## src/hdl/irfr_regs.vh

```
// Purpose: offsets, field positions, reset values and timing for the frame/rise/fmp registers
// Assumes: byte addresses on an 8-bit register port, 125 MHz system clock
// Notes: included by bare name from the design files
`ifndef IRFR_REGS_VH
`define IRFR_REGS_VH

`define IRFR_AW 8
`define IRFR_OFF_RISE_TIME 8'h20
`define IRFR_OFF_FRAME_CTRL 8'h80
`define IRFR_OFF_IRQ_STATUS 8'h84
`define IRFR_OFF_IRQ_CLEAR 8'h88
`define IRFR_OFF_IRQ_ENABLE 8'h8c
`define IRFR_OFF_FAST_PLUS 8'h90

`define IRFR_RISE_TIME_RST 6'h02
`define IRFR_RISE_TIME_W 6

// frame control/status field positions
`define IRFR_FLAG_HI 15
`define IRFR_FLAG_LO 12
`define IRFR_RX_LEVEL_BIT 9
`define IRFR_TX_LEVEL_BIT 8
`define IRFR_IEN_HI 7
`define IRFR_IEN_LO 4
`define IRFR_TIMEOUT_EN_BIT 1
`define IRFR_SIDE_EN_BIT 0

// interrupt status, clear and enable share this layout
`define IRFR_IRQ_EDGE_HI 3
`define IRFR_IRQ_EDGE_LO 0
`define IRFR_IRQ_TIMEOUT_BIT 4

`define IRFR_FAST_PLUS_BIT 0

`define IRFR_CLK_MHZ 125
`define IRFR_TIMEOUT_NS 25000
`define IRFR_TIMEOUT_CW 12

`endif

```

## src/hdl/irfr_sync.v

```verilog
// Purpose: two-flop synchroniser with edge detection for slow side-band signals
// Assumes: inputs change far slower than i_clk
// Notes: first stage feeds only the second stage
`timescale 1ns/1ns
module irfr_sync #(
  parameter W = 1
) (
  input wire i_clk,
  input wire i_sys_rst,
  input wire [W-1:0] i_async,
  output wire [W-1:0] o_level,
  output wire [W-1:0] o_rise,
  output wire [W-1:0] o_fall
);
  reg [W-1:0] meta_q;
  reg [W-1:0] sync_q;
  reg [W-1:0] prev_q;

  always @(posedge i_clk)
  begin
    if (i_sys_rst)
    begin
      meta_q <= {W{1'b0}};
      sync_q <= {W{1'b0}};
      prev_q <= {W{1'b0}};
    end
    else
    begin
      meta_q <= i_async;
      sync_q <= meta_q;
      prev_q <= sync_q;
    end
  end

  assign o_level = sync_q;
  assign o_rise = sync_q & ~prev_q;
  assign o_fall = ~sync_q & prev_q;
endmodule // irfr_sync

```

## src/hdl/irfr_top.v

```verilog
// Purpose: rise time, side frame interface and fast mode plus registers of an i2c controller
// Assumes: register port with one-cycle strobes, read data one cycle after the read strobe
// Notes: frame signals and side clock are asynchronous and are synchronised here
//
// How it works
// - rise time register resets to two, upper bits zero
// - rise time and fast plus registers accept half-word and word access
// - bit 15 flags receive frame rising edge, cleared by writing zero
// - bit 14 flags receive frame falling edge, cleared by writing zero
// - bit 13 flags transmit frame rising edge, cleared by writing zero
// - bit 12 flags transmit frame falling edge, cleared by writing zero
// - read-only bit 9 shows receive frame level
// - read-only bit 8 shows transmit frame level
// - bits 7 and 6 enable receive rise and fall interrupts
// - bits 5 and 4 enable transmit rise and fall interrupts
// - bit 1 enables side interface timeout detection
// - bit 0 enables the side frame interface entirely
// - fast plus bit allows bus rates up to 1MHz
`timescale 1ns/1ns
`include "irfr_regs.vh"
module irfr_top #(
  parameter ADDR_W = `IRFR_AW
) (
  input wire i_clk,
  input wire i_sys_rst,
  input wire [ADDR_W-1:0] i_addr,
  input wire [31:0] i_wdata,
  input wire i_wr,
  input wire i_rd,
  input wire i_half,
  input wire i_rx_frame,
  input wire i_tx_frame,
  input wire i_side_clk,
  output reg [31:0] o_rdata,
  output reg o_irq,
  output reg [`IRFR_RISE_TIME_W-1:0] o_max_rise_cycles,
  output reg o_fast_plus_en,
  output reg o_side_interface_en,
  output reg o_side_timeout_detect_en
);
  // stall limit in system clocks; must fit the counter width
  localparam integer TIMEOUT_CYC_I = (`IRFR_TIMEOUT_NS * `IRFR_CLK_MHZ) / 1000;
  localparam [`IRFR_TIMEOUT_CW-1:0] TIMEOUT_CYC = TIMEOUT_CYC_I[`IRFR_TIMEOUT_CW-1:0];

  // byte offsets held at full address width before the lane bits are dropped
  localparam [7:0] OFF_RISE = `IRFR_OFF_RISE_TIME;
  localparam [7:0] OFF_CTRL = `IRFR_OFF_FRAME_CTRL;
  localparam [7:0] OFF_STAT = `IRFR_OFF_IRQ_STATUS;
  localparam [7:0] OFF_CLR = `IRFR_OFF_IRQ_CLEAR;
  localparam [7:0] OFF_IEN = `IRFR_OFF_IRQ_ENABLE;
  localparam [7:0] OFF_FMP = `IRFR_OFF_FAST_PLUS;

  // word numbers; both lanes of a word share one number
  localparam [ADDR_W-3:0] WRD_RISE = OFF_RISE[ADDR_W-1:2];
  localparam [ADDR_W-3:0] WRD_CTRL = OFF_CTRL[ADDR_W-1:2];
  localparam [ADDR_W-3:0] WRD_STAT = OFF_STAT[ADDR_W-1:2];
  localparam [ADDR_W-3:0] WRD_CLR = OFF_CLR[ADDR_W-1:2];
  localparam [ADDR_W-3:0] WRD_IEN = OFF_IEN[ADDR_W-1:2];
  localparam [ADDR_W-3:0] WRD_FMP = OFF_FMP[ADDR_W-1:2];

  // lane mask of an access; half-words use the lane picked by address bit 1
  function [31:0] lane_mask;
    input half;
    input a1;
    begin
      if (!half)
        lane_mask = 32'hffffffff;
      else if (a1)
        lane_mask = 32'hffff0000;
      else
        lane_mask = 32'h0000ffff;
    end
  endfunction

  // word match of a strobe; shared by every write decode
  function word_hit;
    input strobe;
    input [ADDR_W-3:0] word;
    input [ADDR_W-3:0] target;
    begin
      word_hit = strobe && (word == target);
    end
  endfunction

  // register state and next values
  reg [`IRFR_RISE_TIME_W-1:0] rise_q;
  reg [`IRFR_RISE_TIME_W-1:0] rise_d;
  reg fmp_q;
  reg fmp_d;
  reg side_en_q;
  reg side_en_d;
  reg to_en_q;
  reg to_en_d;
  reg [3:0] ien_q;
  reg [3:0] ien_d;
  reg to_ien_q;
  reg to_ien_d;
  reg [3:0] flag_q;
  reg [3:0] flag_d;
  reg to_flag_q;
  reg to_flag_d;
  reg [`IRFR_TIMEOUT_CW-1:0] to_cnt_q;
  reg [`IRFR_TIMEOUT_CW-1:0] to_cnt_d;
  reg [31:0] rdata_d;
  reg irq_d;

  // decode and event nets
  wire [ADDR_W-3:0] word_sel;
  wire [31:0] wmask;
  wire [31:0] wval;
  wire wr_rise;
  wire wr_fmp;
  wire wr_ctrl;
  wire wr_clr;
  wire wr_ien;
  wire [1:0] frame_lvl;
  wire [1:0] frame_rise;
  wire [1:0] frame_fall;
  wire sclk_rise;
  wire sclk_fall;
  wire [3:0] edge_evt;
  wire [3:0] ctrl_clr;
  wire [3:0] stat_clr;
  wire [1:0] shown_lvl;
  wire frame_busy;
  wire [3:0] edge_pend;
  wire to_pend;

  // rx in the upper bit, tx in the lower, matching the flag order
  irfr_sync #(
    .W(2)
  ) u_frame_sync (
    .i_clk(i_clk),
    .i_sys_rst(i_sys_rst),
    .i_async({i_rx_frame, i_tx_frame}),
    .o_level(frame_lvl),
    .o_rise(frame_rise),
    .o_fall(frame_fall)
  );

  // side clock is only edge-detected; its level is never read
  irfr_sync #(
    .W(1)
  ) u_sclk_sync (
    .i_clk(i_clk),
    .i_sys_rst(i_sys_rst),
    .i_async(i_side_clk),
    .o_level(),
    .o_rise(sclk_rise),
    .o_fall(sclk_fall)
  );

  assign wmask = lane_mask(i_half, i_addr[1]);
  assign wval = i_wdata & wmask;
  assign word_sel = i_addr[ADDR_W-1:2];
  assign wr_rise = word_hit(i_wr, word_sel, WRD_RISE);
  assign wr_fmp = word_hit(i_wr, word_sel, WRD_FMP);
  assign wr_ctrl = word_hit(i_wr, word_sel, WRD_CTRL);
  assign wr_clr = word_hit(i_wr, word_sel, WRD_CLR);
  assign wr_ien = word_hit(i_wr, word_sel, WRD_IEN);

  assign edge_evt = side_en_q ? {frame_rise[1], frame_fall[1], frame_rise[0], frame_fall[0]}
                              : 4'h0;

  // control writes of zero and clear writes of one clear flags, only in written lanes
  assign ctrl_clr = wr_ctrl ? (wmask[`IRFR_FLAG_HI:`IRFR_FLAG_LO] &
                               ~i_wdata[`IRFR_FLAG_HI:`IRFR_FLAG_LO]) : 4'h0;
  assign stat_clr = wr_clr ? wval[`IRFR_IRQ_EDGE_HI:`IRFR_IRQ_EDGE_LO] : 4'h0;

  assign shown_lvl = side_en_q ? frame_lvl : 2'b00;
  assign frame_busy = frame_lvl[1] | frame_lvl[0];

  // pending sources seen with the next state, so irq is not a cycle late
  assign edge_pend = flag_d & ien_d;
  assign to_pend = to_flag_d & to_ien_d;

  // write decode: a half-word to the upper lane only hits reserved bits
  always @*
  begin
    rise_d = rise_q;
    fmp_d = fmp_q;
    side_en_d = side_en_q;
    to_en_d = to_en_q;
    ien_d = ien_q;
    to_ien_d = to_ien_q;
    if (wr_rise && wmask[0])
    begin
      rise_d = i_wdata[`IRFR_RISE_TIME_W-1:0];
    end
    if (wr_fmp && wmask[0])
    begin
      fmp_d = i_wdata[`IRFR_FAST_PLUS_BIT];
    end
    if (wr_ctrl && wmask[0])
    begin
      side_en_d = i_wdata[`IRFR_SIDE_EN_BIT];
      to_en_d = i_wdata[`IRFR_TIMEOUT_EN_BIT];
      ien_d = i_wdata[`IRFR_IEN_HI:`IRFR_IEN_LO];
    end
    if (wr_ien && wmask[0])
    begin
      ien_d = i_wdata[`IRFR_IRQ_EDGE_HI:`IRFR_IRQ_EDGE_LO];
      to_ien_d = i_wdata[`IRFR_IRQ_TIMEOUT_BIT];
    end
  end

  always @*
  begin
    flag_d = (flag_q & ~(ctrl_clr | stat_clr)) | edge_evt;
    to_cnt_d = to_cnt_q;
    to_flag_d = to_flag_q;
    if (wr_clr && wval[`IRFR_IRQ_TIMEOUT_BIT])
    begin
      to_flag_d = 1'b0;
    end
    // side clock stall while a frame is open
    if (!side_en_q || !to_en_q || !frame_busy || sclk_rise || sclk_fall)
    begin
      to_cnt_d = {`IRFR_TIMEOUT_CW{1'b0}};
    end
    // saturate so a stalled frame flags only once
    else if (to_cnt_q != TIMEOUT_CYC)
    begin
      to_cnt_d = to_cnt_q + {{(`IRFR_TIMEOUT_CW-1){1'b0}}, 1'b1};
      if (to_cnt_d == TIMEOUT_CYC)
      begin
        to_flag_d = 1'b1;
      end
    end
  end

  // read data is zero outside the read cycle so slaves can be or-ed
  always @*
  begin
    rdata_d = 32'h00000000;
    if (i_rd)
    begin
      // unmapped and write-only words read zero
      case (word_sel)
        WRD_RISE:
        begin
          rdata_d[`IRFR_RISE_TIME_W-1:0] = rise_q;
        end
        WRD_CTRL:
        begin
          rdata_d[`IRFR_FLAG_HI:`IRFR_FLAG_LO] = flag_q;
          rdata_d[`IRFR_RX_LEVEL_BIT] = shown_lvl[1];
          rdata_d[`IRFR_TX_LEVEL_BIT] = shown_lvl[0];
          rdata_d[`IRFR_IEN_HI:`IRFR_IEN_LO] = ien_q;
          rdata_d[`IRFR_TIMEOUT_EN_BIT] = to_en_q;
          rdata_d[`IRFR_SIDE_EN_BIT] = side_en_q;
        end
        WRD_STAT:
        begin
          rdata_d[`IRFR_IRQ_EDGE_HI:`IRFR_IRQ_EDGE_LO] = flag_q;
          rdata_d[`IRFR_IRQ_TIMEOUT_BIT] = to_flag_q;
        end
        WRD_IEN:
        begin
          rdata_d[`IRFR_IRQ_EDGE_HI:`IRFR_IRQ_EDGE_LO] = ien_q;
          rdata_d[`IRFR_IRQ_TIMEOUT_BIT] = to_ien_q;
        end
        WRD_FMP:
        begin
          rdata_d[`IRFR_FAST_PLUS_BIT] = fmp_q;
        end
        default:
        begin
          rdata_d = 32'h00000000;
        end
      endcase
    end
    irq_d = (|edge_pend) | to_pend;
  end

  // one clocked process; reset is synchronous like the bus
  always @(posedge i_clk)
  begin
    if (i_sys_rst)
    begin
      rise_q <= `IRFR_RISE_TIME_RST;
      fmp_q <= 1'b0;
      side_en_q <= 1'b0;
      to_en_q <= 1'b0;
      ien_q <= 4'h0;
      to_ien_q <= 1'b0;
      flag_q <= 4'h0;
      to_flag_q <= 1'b0;
      to_cnt_q <= {`IRFR_TIMEOUT_CW{1'b0}};
      o_rdata <= 32'h00000000;
      o_irq <= 1'b0;
      o_max_rise_cycles <= `IRFR_RISE_TIME_RST;
      o_fast_plus_en <= 1'b0;
      o_side_interface_en <= 1'b0;
      o_side_timeout_detect_en <= 1'b0;
    end
    else
    begin
      rise_q <= rise_d;
      fmp_q <= fmp_d;
      side_en_q <= side_en_d;
      to_en_q <= to_en_d;
      ien_q <= ien_d;
      to_ien_q <= to_ien_d;
      flag_q <= flag_d;
      to_flag_q <= to_flag_d;
      to_cnt_q <= to_cnt_d;
      o_rdata <= rdata_d;
      o_irq <= irq_d;
      // outputs track the next register value so they match the register bits
      o_max_rise_cycles <= rise_d;
      o_fast_plus_en <= fmp_d;
      o_side_interface_en <= side_en_d;
      o_side_timeout_detect_en <= to_en_d;
    end
  end
endmodule // irfr_top
```

## config.mk

```make
export PLATFORM = sky130hd
export DESIGN_NAME = irfr_top
export DESIGN_NICKNAME = d
export VERILOG_FILES = /design/src/hdl/irfr_sync.v /design/src/hdl/irfr_top.v
export VERILOG_INCLUDE_DIRS = /design/src /design/src/hdl
export SDC_FILE = /design/constraint.sdc
export NUM_CORES = 1
export LEC_CHECK = 0
export BUFFER_PORTS_ARGS = -buffer_cell sky130_fd_sc_hd__buf_4
export CORE_MARGIN = 4
export CORE_UTILIZATION = 45
export DETAILED_ROUTE_END_ITERATION = 8
export PLACE_DENSITY_LB_ADDON = 0.1
export SLEW_MARGIN = 20
export SYNTH_ARGS = -nofsm -noshare
export SYNTH_HDL_FRONTEND = slang
export SYNTH_HIERARCHICAL = 1
export SYNTH_SLANG_ARGS = --single-unit
```

## constraint.sdc

```tcl
create_clock -name i_clk -period 1.84 [get_ports i_clk]
set_input_delay 0.184 -clock i_clk [delete_from_list [all_inputs] [get_ports i_clk]]
set_output_delay 0.184 -clock i_clk [all_outputs]
set_load 0.01 [all_outputs]
```

==> Yosys cells after proc, flatten, opt, wreduce, memory -nomap -nowiden <==
Cells that the tools add are included.
{ "classes": {"add_sub_neg": 1, "eq_ne": 8, "n_mux": 17, "bitwise_logic": 22, "n_reduce_logical": 22} }
{ "op_table": {"columns": ["cell", "count"], "rows": [
  ["two-way mux 16 bit", 2],
  ["equality test 6 bit (second input constant)", 5],
  ["two-way mux 4 bit", 5],
  ["adder 12 x 1 -> 12 bit (second input constant)", 1],
  ["AND 4 bit", 3],
  ["equality test 12 bit (second input constant)", 1],
  ["!= test 12 bit (second input constant)", 1],
  ["logical AND 1 bit", 10],
  ["inverter 4 bit", 2],
  ["OR 4 bit", 2],
  ["one-hot mux 1 bit (4 select lines)", 2],
  ["OR reduction 4 bit", 2],
  ["equality test 6 x 4 -> 1 bit (second input constant)", 1],
  ["one-hot mux 2 bit (3 select lines)", 1],
  ["AND 5 bit", 1],
  ["two-way mux 1 bit", 5],
  ["inverter 1 bit", 5],
  ["one-hot mux 1 bit (5 select lines)", 1],
  ["AND 2 bit", 2],
  ["logical OR 1 bit", 4],
  ["inverter 2 bit", 2],
  ["OR reduction 2 bit", 2],
  ["AND 1 bit", 3],
  ["zero test 1 bit", 3],
  ["3 further kinds", 4]
]} }
{ "totals": {"reg_bits": 73, "output_inout_bits": 42, "word_cells": 90} }

==> Longest topological paths before layout <==
{ "logic_depth": {"ltp_word": 11, "ltp_mapped": 7, "depth_no_buf": 7} }

==> Cells and area by module <==
The synthesis kept the hierarchy.
{ "by_module_without_submodules": {"columns": ["module", "n_inst", "cells_per_inst", "area_each_um2"], "rows": [
  ["irfr_top", 1, 267, 2334.7],
  ["irfr_sync at u_frame_sync", 1, 16, 182.7],
  ["irfr_sync at u_sclk_sync", 1, 8, 91.3]
]} }

==> Worst setup path before layout <==
No wires, ideal clock.
{ "synth_timing": {"path_kind": "input-to-reg", "from": "input i_addr[4]", "to": "register o_irq", "arrival_time_ns": 1.777, "slack_ns": -0.065, "path_stages": 6, "path_cell_list": "or4b_1 -> buf_2 -> o31a_1 -> a221o_1 -> a2111oi_2 -> o22ai_1"} }
{ "synth_between": {"elab_chain_cells": 10, "elab_cells_between_ends": 26, "classes_between": "3 x eq/ne; 9 x mux; 7 x bitwise; 7 x reduce/logical"} }
{ "synth_rtl": {"columns": ["element", "line_no", "rtl"], "rows": [
  ["start, declared", "irfr_top.v:26", "input wire [ADDR_W-1:0] i_addr,"],
  ["equality test 6 bit", "irfr_top.v:81", "word_hit = strobe && (word == target);"],
  ["logical AND 1 bit", "irfr_top.v:81", null],
  ["two-way mux 4 bit (on tied branches)", "irfr_top.v:166, irfr_top.v:168", null],
  ["OR 4 bit", "irfr_top.v:209", "flag_d = (flag_q & ~(ctrl_clr | stat_clr)) | edge_evt;"],
  ["inverter 4 bit", "irfr_top.v:209", null],
  ["AND 4 bit", "irfr_top.v:209", null],
  ["OR 4 bit", "irfr_top.v:209", null],
  ["AND 4 bit", "irfr_top.v:174", "assign edge_pend = flag_d & ien_d;"],
  ["OR reduction 4 bit", "irfr_top.v:273", "irq_d = (|edge_pend) | to_pend;"],
  ["OR 1 bit (*)", "irfr_top.v:273", null],
  ["end signal, assigned", "irfr_top.v:309", "o_irq <= irq_d;"],
  ["end, declared", "irfr_top.v:35", "output reg o_irq,"]
]} }
Every way passes the cells marked *; elsewhere a longest branch is shown, timed or not.
A chain may end at the register's enable or synchronous reset.

==> Worst setup path after layout <==
{ "layout_timing": {"from": "input i_addr[6]", "to": "register o_irq"} }
The elaborated chain is that of the path after synthesis.

==> results by group <==
Pwr
  • Total power consumption of the routed design: 2.017 mW
  • Combinational fraction of design power: 0.088
  • Fraction of power consumed by sequential logic: 0.597
  • Power spent charging and discharging nets: 468.5 uW
  • VDD IR max: 0.0003499 V
  • Switching power share of the total: 0.2323
  • Clock network fraction of total power: 0.315
  • Static leakage power: 1.356 nW
  • Internal Pwr Total: 1.548 mW
  • P per Cell Area: 622.8 nW/um^2

STA
  • Final critical-path share of the clock period: 0.9948
  • RSZ-0062 raised after global routing: yes
  • Fmax: 546.3 MHz
  • Final hold violation count: 0
  • Worst setup slack after layout: 0.009489 ns
  • Post-layout min period: 1.831 ns
  • Finish-stage setup viols: 0
  • Worst clock skew on the final layout: 0.01191 ns
  • Sum Neg Setup Slack: 0 ns
  • Fin. max-slew vios: 0

Cells and area
  • Most common cell after layout, fill and taps aside: sky130_fd_sc_hd__buf_4
  • Share of layout cells above drive strength 1: 0.2402
  • Top library cells by usage in the layout, fill and taps aside: sky130_fd_sc_hd__buf_4 (68), sky130_fd_sc_hd__dfxtp_1 (55), sky130_fd_sc_hd__nor2_1 (33)
  • Fin area: 3238 um^2
  • # nets final: 408
  • Area overhead of the layout relative to synthesis: 24.12%
  • Number of antenna repair diodes: 0

Floorplanning
  • Die extent in y: 84.14 um
  • Width of the die: 84.14 um
  • Floorplan core area: 5574 um^2
  • Top-Level Pins: 90
  • Initial Util: 0.4680
  • Number of placement rows: 27
  • Total die area: 7080 um^2

Yosys
  • Count of distinct cell types in the synthesized netlist: 49
  • Synthesis-stage register bit count: 55
  • Most instantiated flip-flop cell in the synthesis netlist: sky130_fd_sc_hd__dfxtp_1
  • Cell count after synthesis: 291
  • Number of enable flip-flop cells after synthesis: 0
  • Ys async rst share: 0
  • Mapped cell area: 2609 um^2
  • Avg Cell Area, Syn: 8.965 um^2
  • Share of the yosys chip area belonging to registers: 0.4221
  • Warnings from Yosys: 6

CTS
  • CTS clk-pin slew, worst paths: 0.09 ns
  • Number of hold buffers added after CTS: 0
  • Depth of the CTS H-tree: 2
  • Total CTS buffers: 5
  • Number of buffers on the longest clock path: 2
  • Worst skew pair latency: 0.31 ns
  • Buffer type at the clock tree root: sky130_fd_sc_hd__clkbuf_8
  • Post-CTS resize count: 0
  • Clk sinks: 55
  • TritonCTS clock tree: done
  • Setup fix buffers added after clock tree synthesis: 0

Status
  • Status: completed

Worst setup path
  • Crit path cell chain: buf_6, or4b_4, buf_6, o31a_1, a221o_1, a2111oi_4, o22ai_1
  • Critical path's largest stage delay: 0.55 ns
  • Max stage delay cell, worst path: sky130_fd_sc_hd__or4b_4
  • Worst Path Required: 2.02 ns
  • Type of the worst setup path: input port to register
  • Worst Setup End Kind: register
  • CP most frequent cell: sky130_fd_sc_hd__buf_6
  • Arrival @ worst endpoint: 2.01 ns
  • Startpoint type of the worst setup path: input port
  • Critical-path maximum fanout: 5

Placed design
  • DP Area: 3113 um^2
  • Final RePlAce weighted congestion: 0.8559
  • Quantity of I/O buffers inserted on ports: 50
  • Half-perimeter wire length after detailed placement: 4575 um
  • Pre-CTS worst setup slack: -0.3359 ns

Routing
  • Detailed-route via count: 2207
  • Total wirelength of the detailed-routed design: 6065 um
  • Routed length per placed instance: 14.10 um
  • Detailed-router iteration count before antenna repair: 4
  • Number of vias per cell: 5.133
  • ANT nets after route: 0
  • Starting DRC count in detailed routing: 149
  • DRC violations left: 0

Global route
  • Vias in the first global route: 2106
  • Overflow after GRT: 0
  • Initial antenna violation count: 0
  • Overall track demand over capacity in global routing: 0.1754
  • First-pass GRT wire length: 10180 um
  • Largest net degree at the start of global routing: 27

Worst hold path
  • Path type of the worst min-delay path: input port to register

Run
  • Max-cap viol count: 0
==> power by group through the flow <==
stage | sequential [mW] | clock, mW | combinational [mW]
floorplan | 1.23 | 0 | 0.112
global placement | 1.23 | 0 | 0.170
detailed placement | 1.23 | 0 | 0.171
CTS | 1.20 | 0.659 | 0.171
global route | 1.21 | 0.708 | 0.193
finish | 1.20 | 0.636 | 0.177
==> cells in the mapped netlist (2+ instances only) <==
library cell	number	area share
sky130_fd_sc_hd__dfxtp_1	55	0.42
sky130_fd_sc_hd__a21oi_1	3	0.0058
sky130_fd_sc_hd__a22oi_1	3	0.0086
sky130_fd_sc_hd__nand3b_1	5	0.014
sky130_fd_sc_hd__and3_1	3	0.0072
sky130_fd_sc_hd__a211oi_1	3	0.0086
sky130_fd_sc_hd__buf_4	18	0.052
sky130_fd_sc_hd__nor3_1	5	0.0096
sky130_fd_sc_hd__nand2b_1	2	0.0048
sky130_fd_sc_hd__nor4b_1	2	0.0067
sky130_fd_sc_hd__nor2_1	33	0.047
sky130_fd_sc_hd__buf_2	2	0.0038
sky130_fd_sc_hd__clkbuf_1	8	0.012
sky130_fd_sc_hd__o21ai_0	5	0.0096
sky130_fd_sc_hd__nand3_1	8	0.015
sky130_fd_sc_hd__buf_1	2	0.0029
sky130_fd_sc_hd__or3_1	3	0.0072
sky130_fd_sc_hd__nand2_1	20	0.029
sky130_fd_sc_hd__o31ai_1	3	0.0086
sky130_fd_sc_hd__ha_1	3	0.014
sky130_fd_sc_hd__and4_1	2	0.0067
sky130_fd_sc_hd__mux2i_1	17	0.065
sky130_fd_sc_hd__and2_1	8	0.019
sky130_fd_sc_hd__xor2_1	4	0.013
sky130_fd_sc_hd__a311oi_1	3	0.010
sky130_fd_sc_hd__o22ai_1	4	0.0096
sky130_fd_sc_hd__xnor2_1	9	0.030
sky130_fd_sc_hd__nor2b_1	23	0.055
sky130_fd_sc_hd__a31oi_1	10	0.024
sky130_fd_sc_hd__inv_1	5	0.0072
sky130_fd_sc_hd__nor4_1	2	0.0048
==> state kept, by name (all words and copies together) (netlist names) <==
name and flops:
u_frame_sync/prev_q 2, to_cnt_q 12, to_en_q 1, u_sclk_sync/prev_q 1
o_rdata 14, ien_q 4, side_en_q 1, u_frame_sync/o_level 2
flag_q 4, to_flag_q 1, u_sclk_sync/o_level 1, to_ien_q 1
u_frame_sync/meta_q 2, u_sclk_sync/meta_q 1, rise_q 6, fmp_q 1
o_irq 1
==> metrics by stage <==
step	cells	utilization	hold slack [ns]
finish	430	0.5809	0.08533
global route	430	0.5809	0.07252
CTS	429	0.5731	0.07600
detailed placement	421	0.5585	0.4007
global placement	421	0.5585	0.3932
floorplan	308	-	0.2556
==> final cells by class <==
class | count | area (um^2)
sequential | 55 | 1101
inverter | 5 | 18.77
fill | 541 | 2336
timing repair buffer | 72 | 549.3
multi-input combinational | 218 | 1398
tap | 72 | 90.09
clock inverter | 1 | 5.005
clock buffer | 7 | 76.32
==> worst paths after layout <==
check                                                        from                            endpoint  slack, ns  cells after the start
worst max register to register      u_sclk_sync/prev_q$_SDFF_PP0_                    o_irq$_SDFF_PP0_       0.11                      6
worst min-delay path                                   i_side_clk       u_sclk_sync/meta_q$_SDFF_PP0_       0.09                      2
worst min register to register  u_frame_sync/meta_q[0]$_SDFF_PP0_  u_frame_sync/o_level[0]$_SDFF_PP0_       0.44                      1
worst max-delay path                                    i_addr[6]                    o_irq$_SDFF_PP0_      0.009                      7
==> per-layer routing <==
layer  share of wire  wire length (um)  vias up  global-route usage
li1                -                 -     1118                   -
met1            0.42              2537     1021              0.2164
met2            0.51              3115       60              0.3034
met3           0.056               337        8             0.04122
met4           0.012                74        0             0.05263
met5               0                 0        -                   0
==> cells by family (layout without fill, tap and decap cells) <==
family                   Yosys count  after routing  synth area share
multiplexers                      18             18           0.06954
XOR/XNOR                          13             13           0.04365
other                              1             18          0.001437
buffers and inverters             35             85           0.07722
flip-flops                        55             55            0.4221
adder cells (fa/ha/maj)            3              3           0.01439
AO/OA/AOI/OAI                     44             44            0.1223
AND/OR/NAND/NOR                  122            122            0.2494
==> critical path, delay by kind of cell <==
kind / cells / cell delay (ns)
compound gates: 4 / 1.03
simple gates: 1 / 0.55
buf+inv: 2 / 0.24
Power figures use the tool's default switching activity.
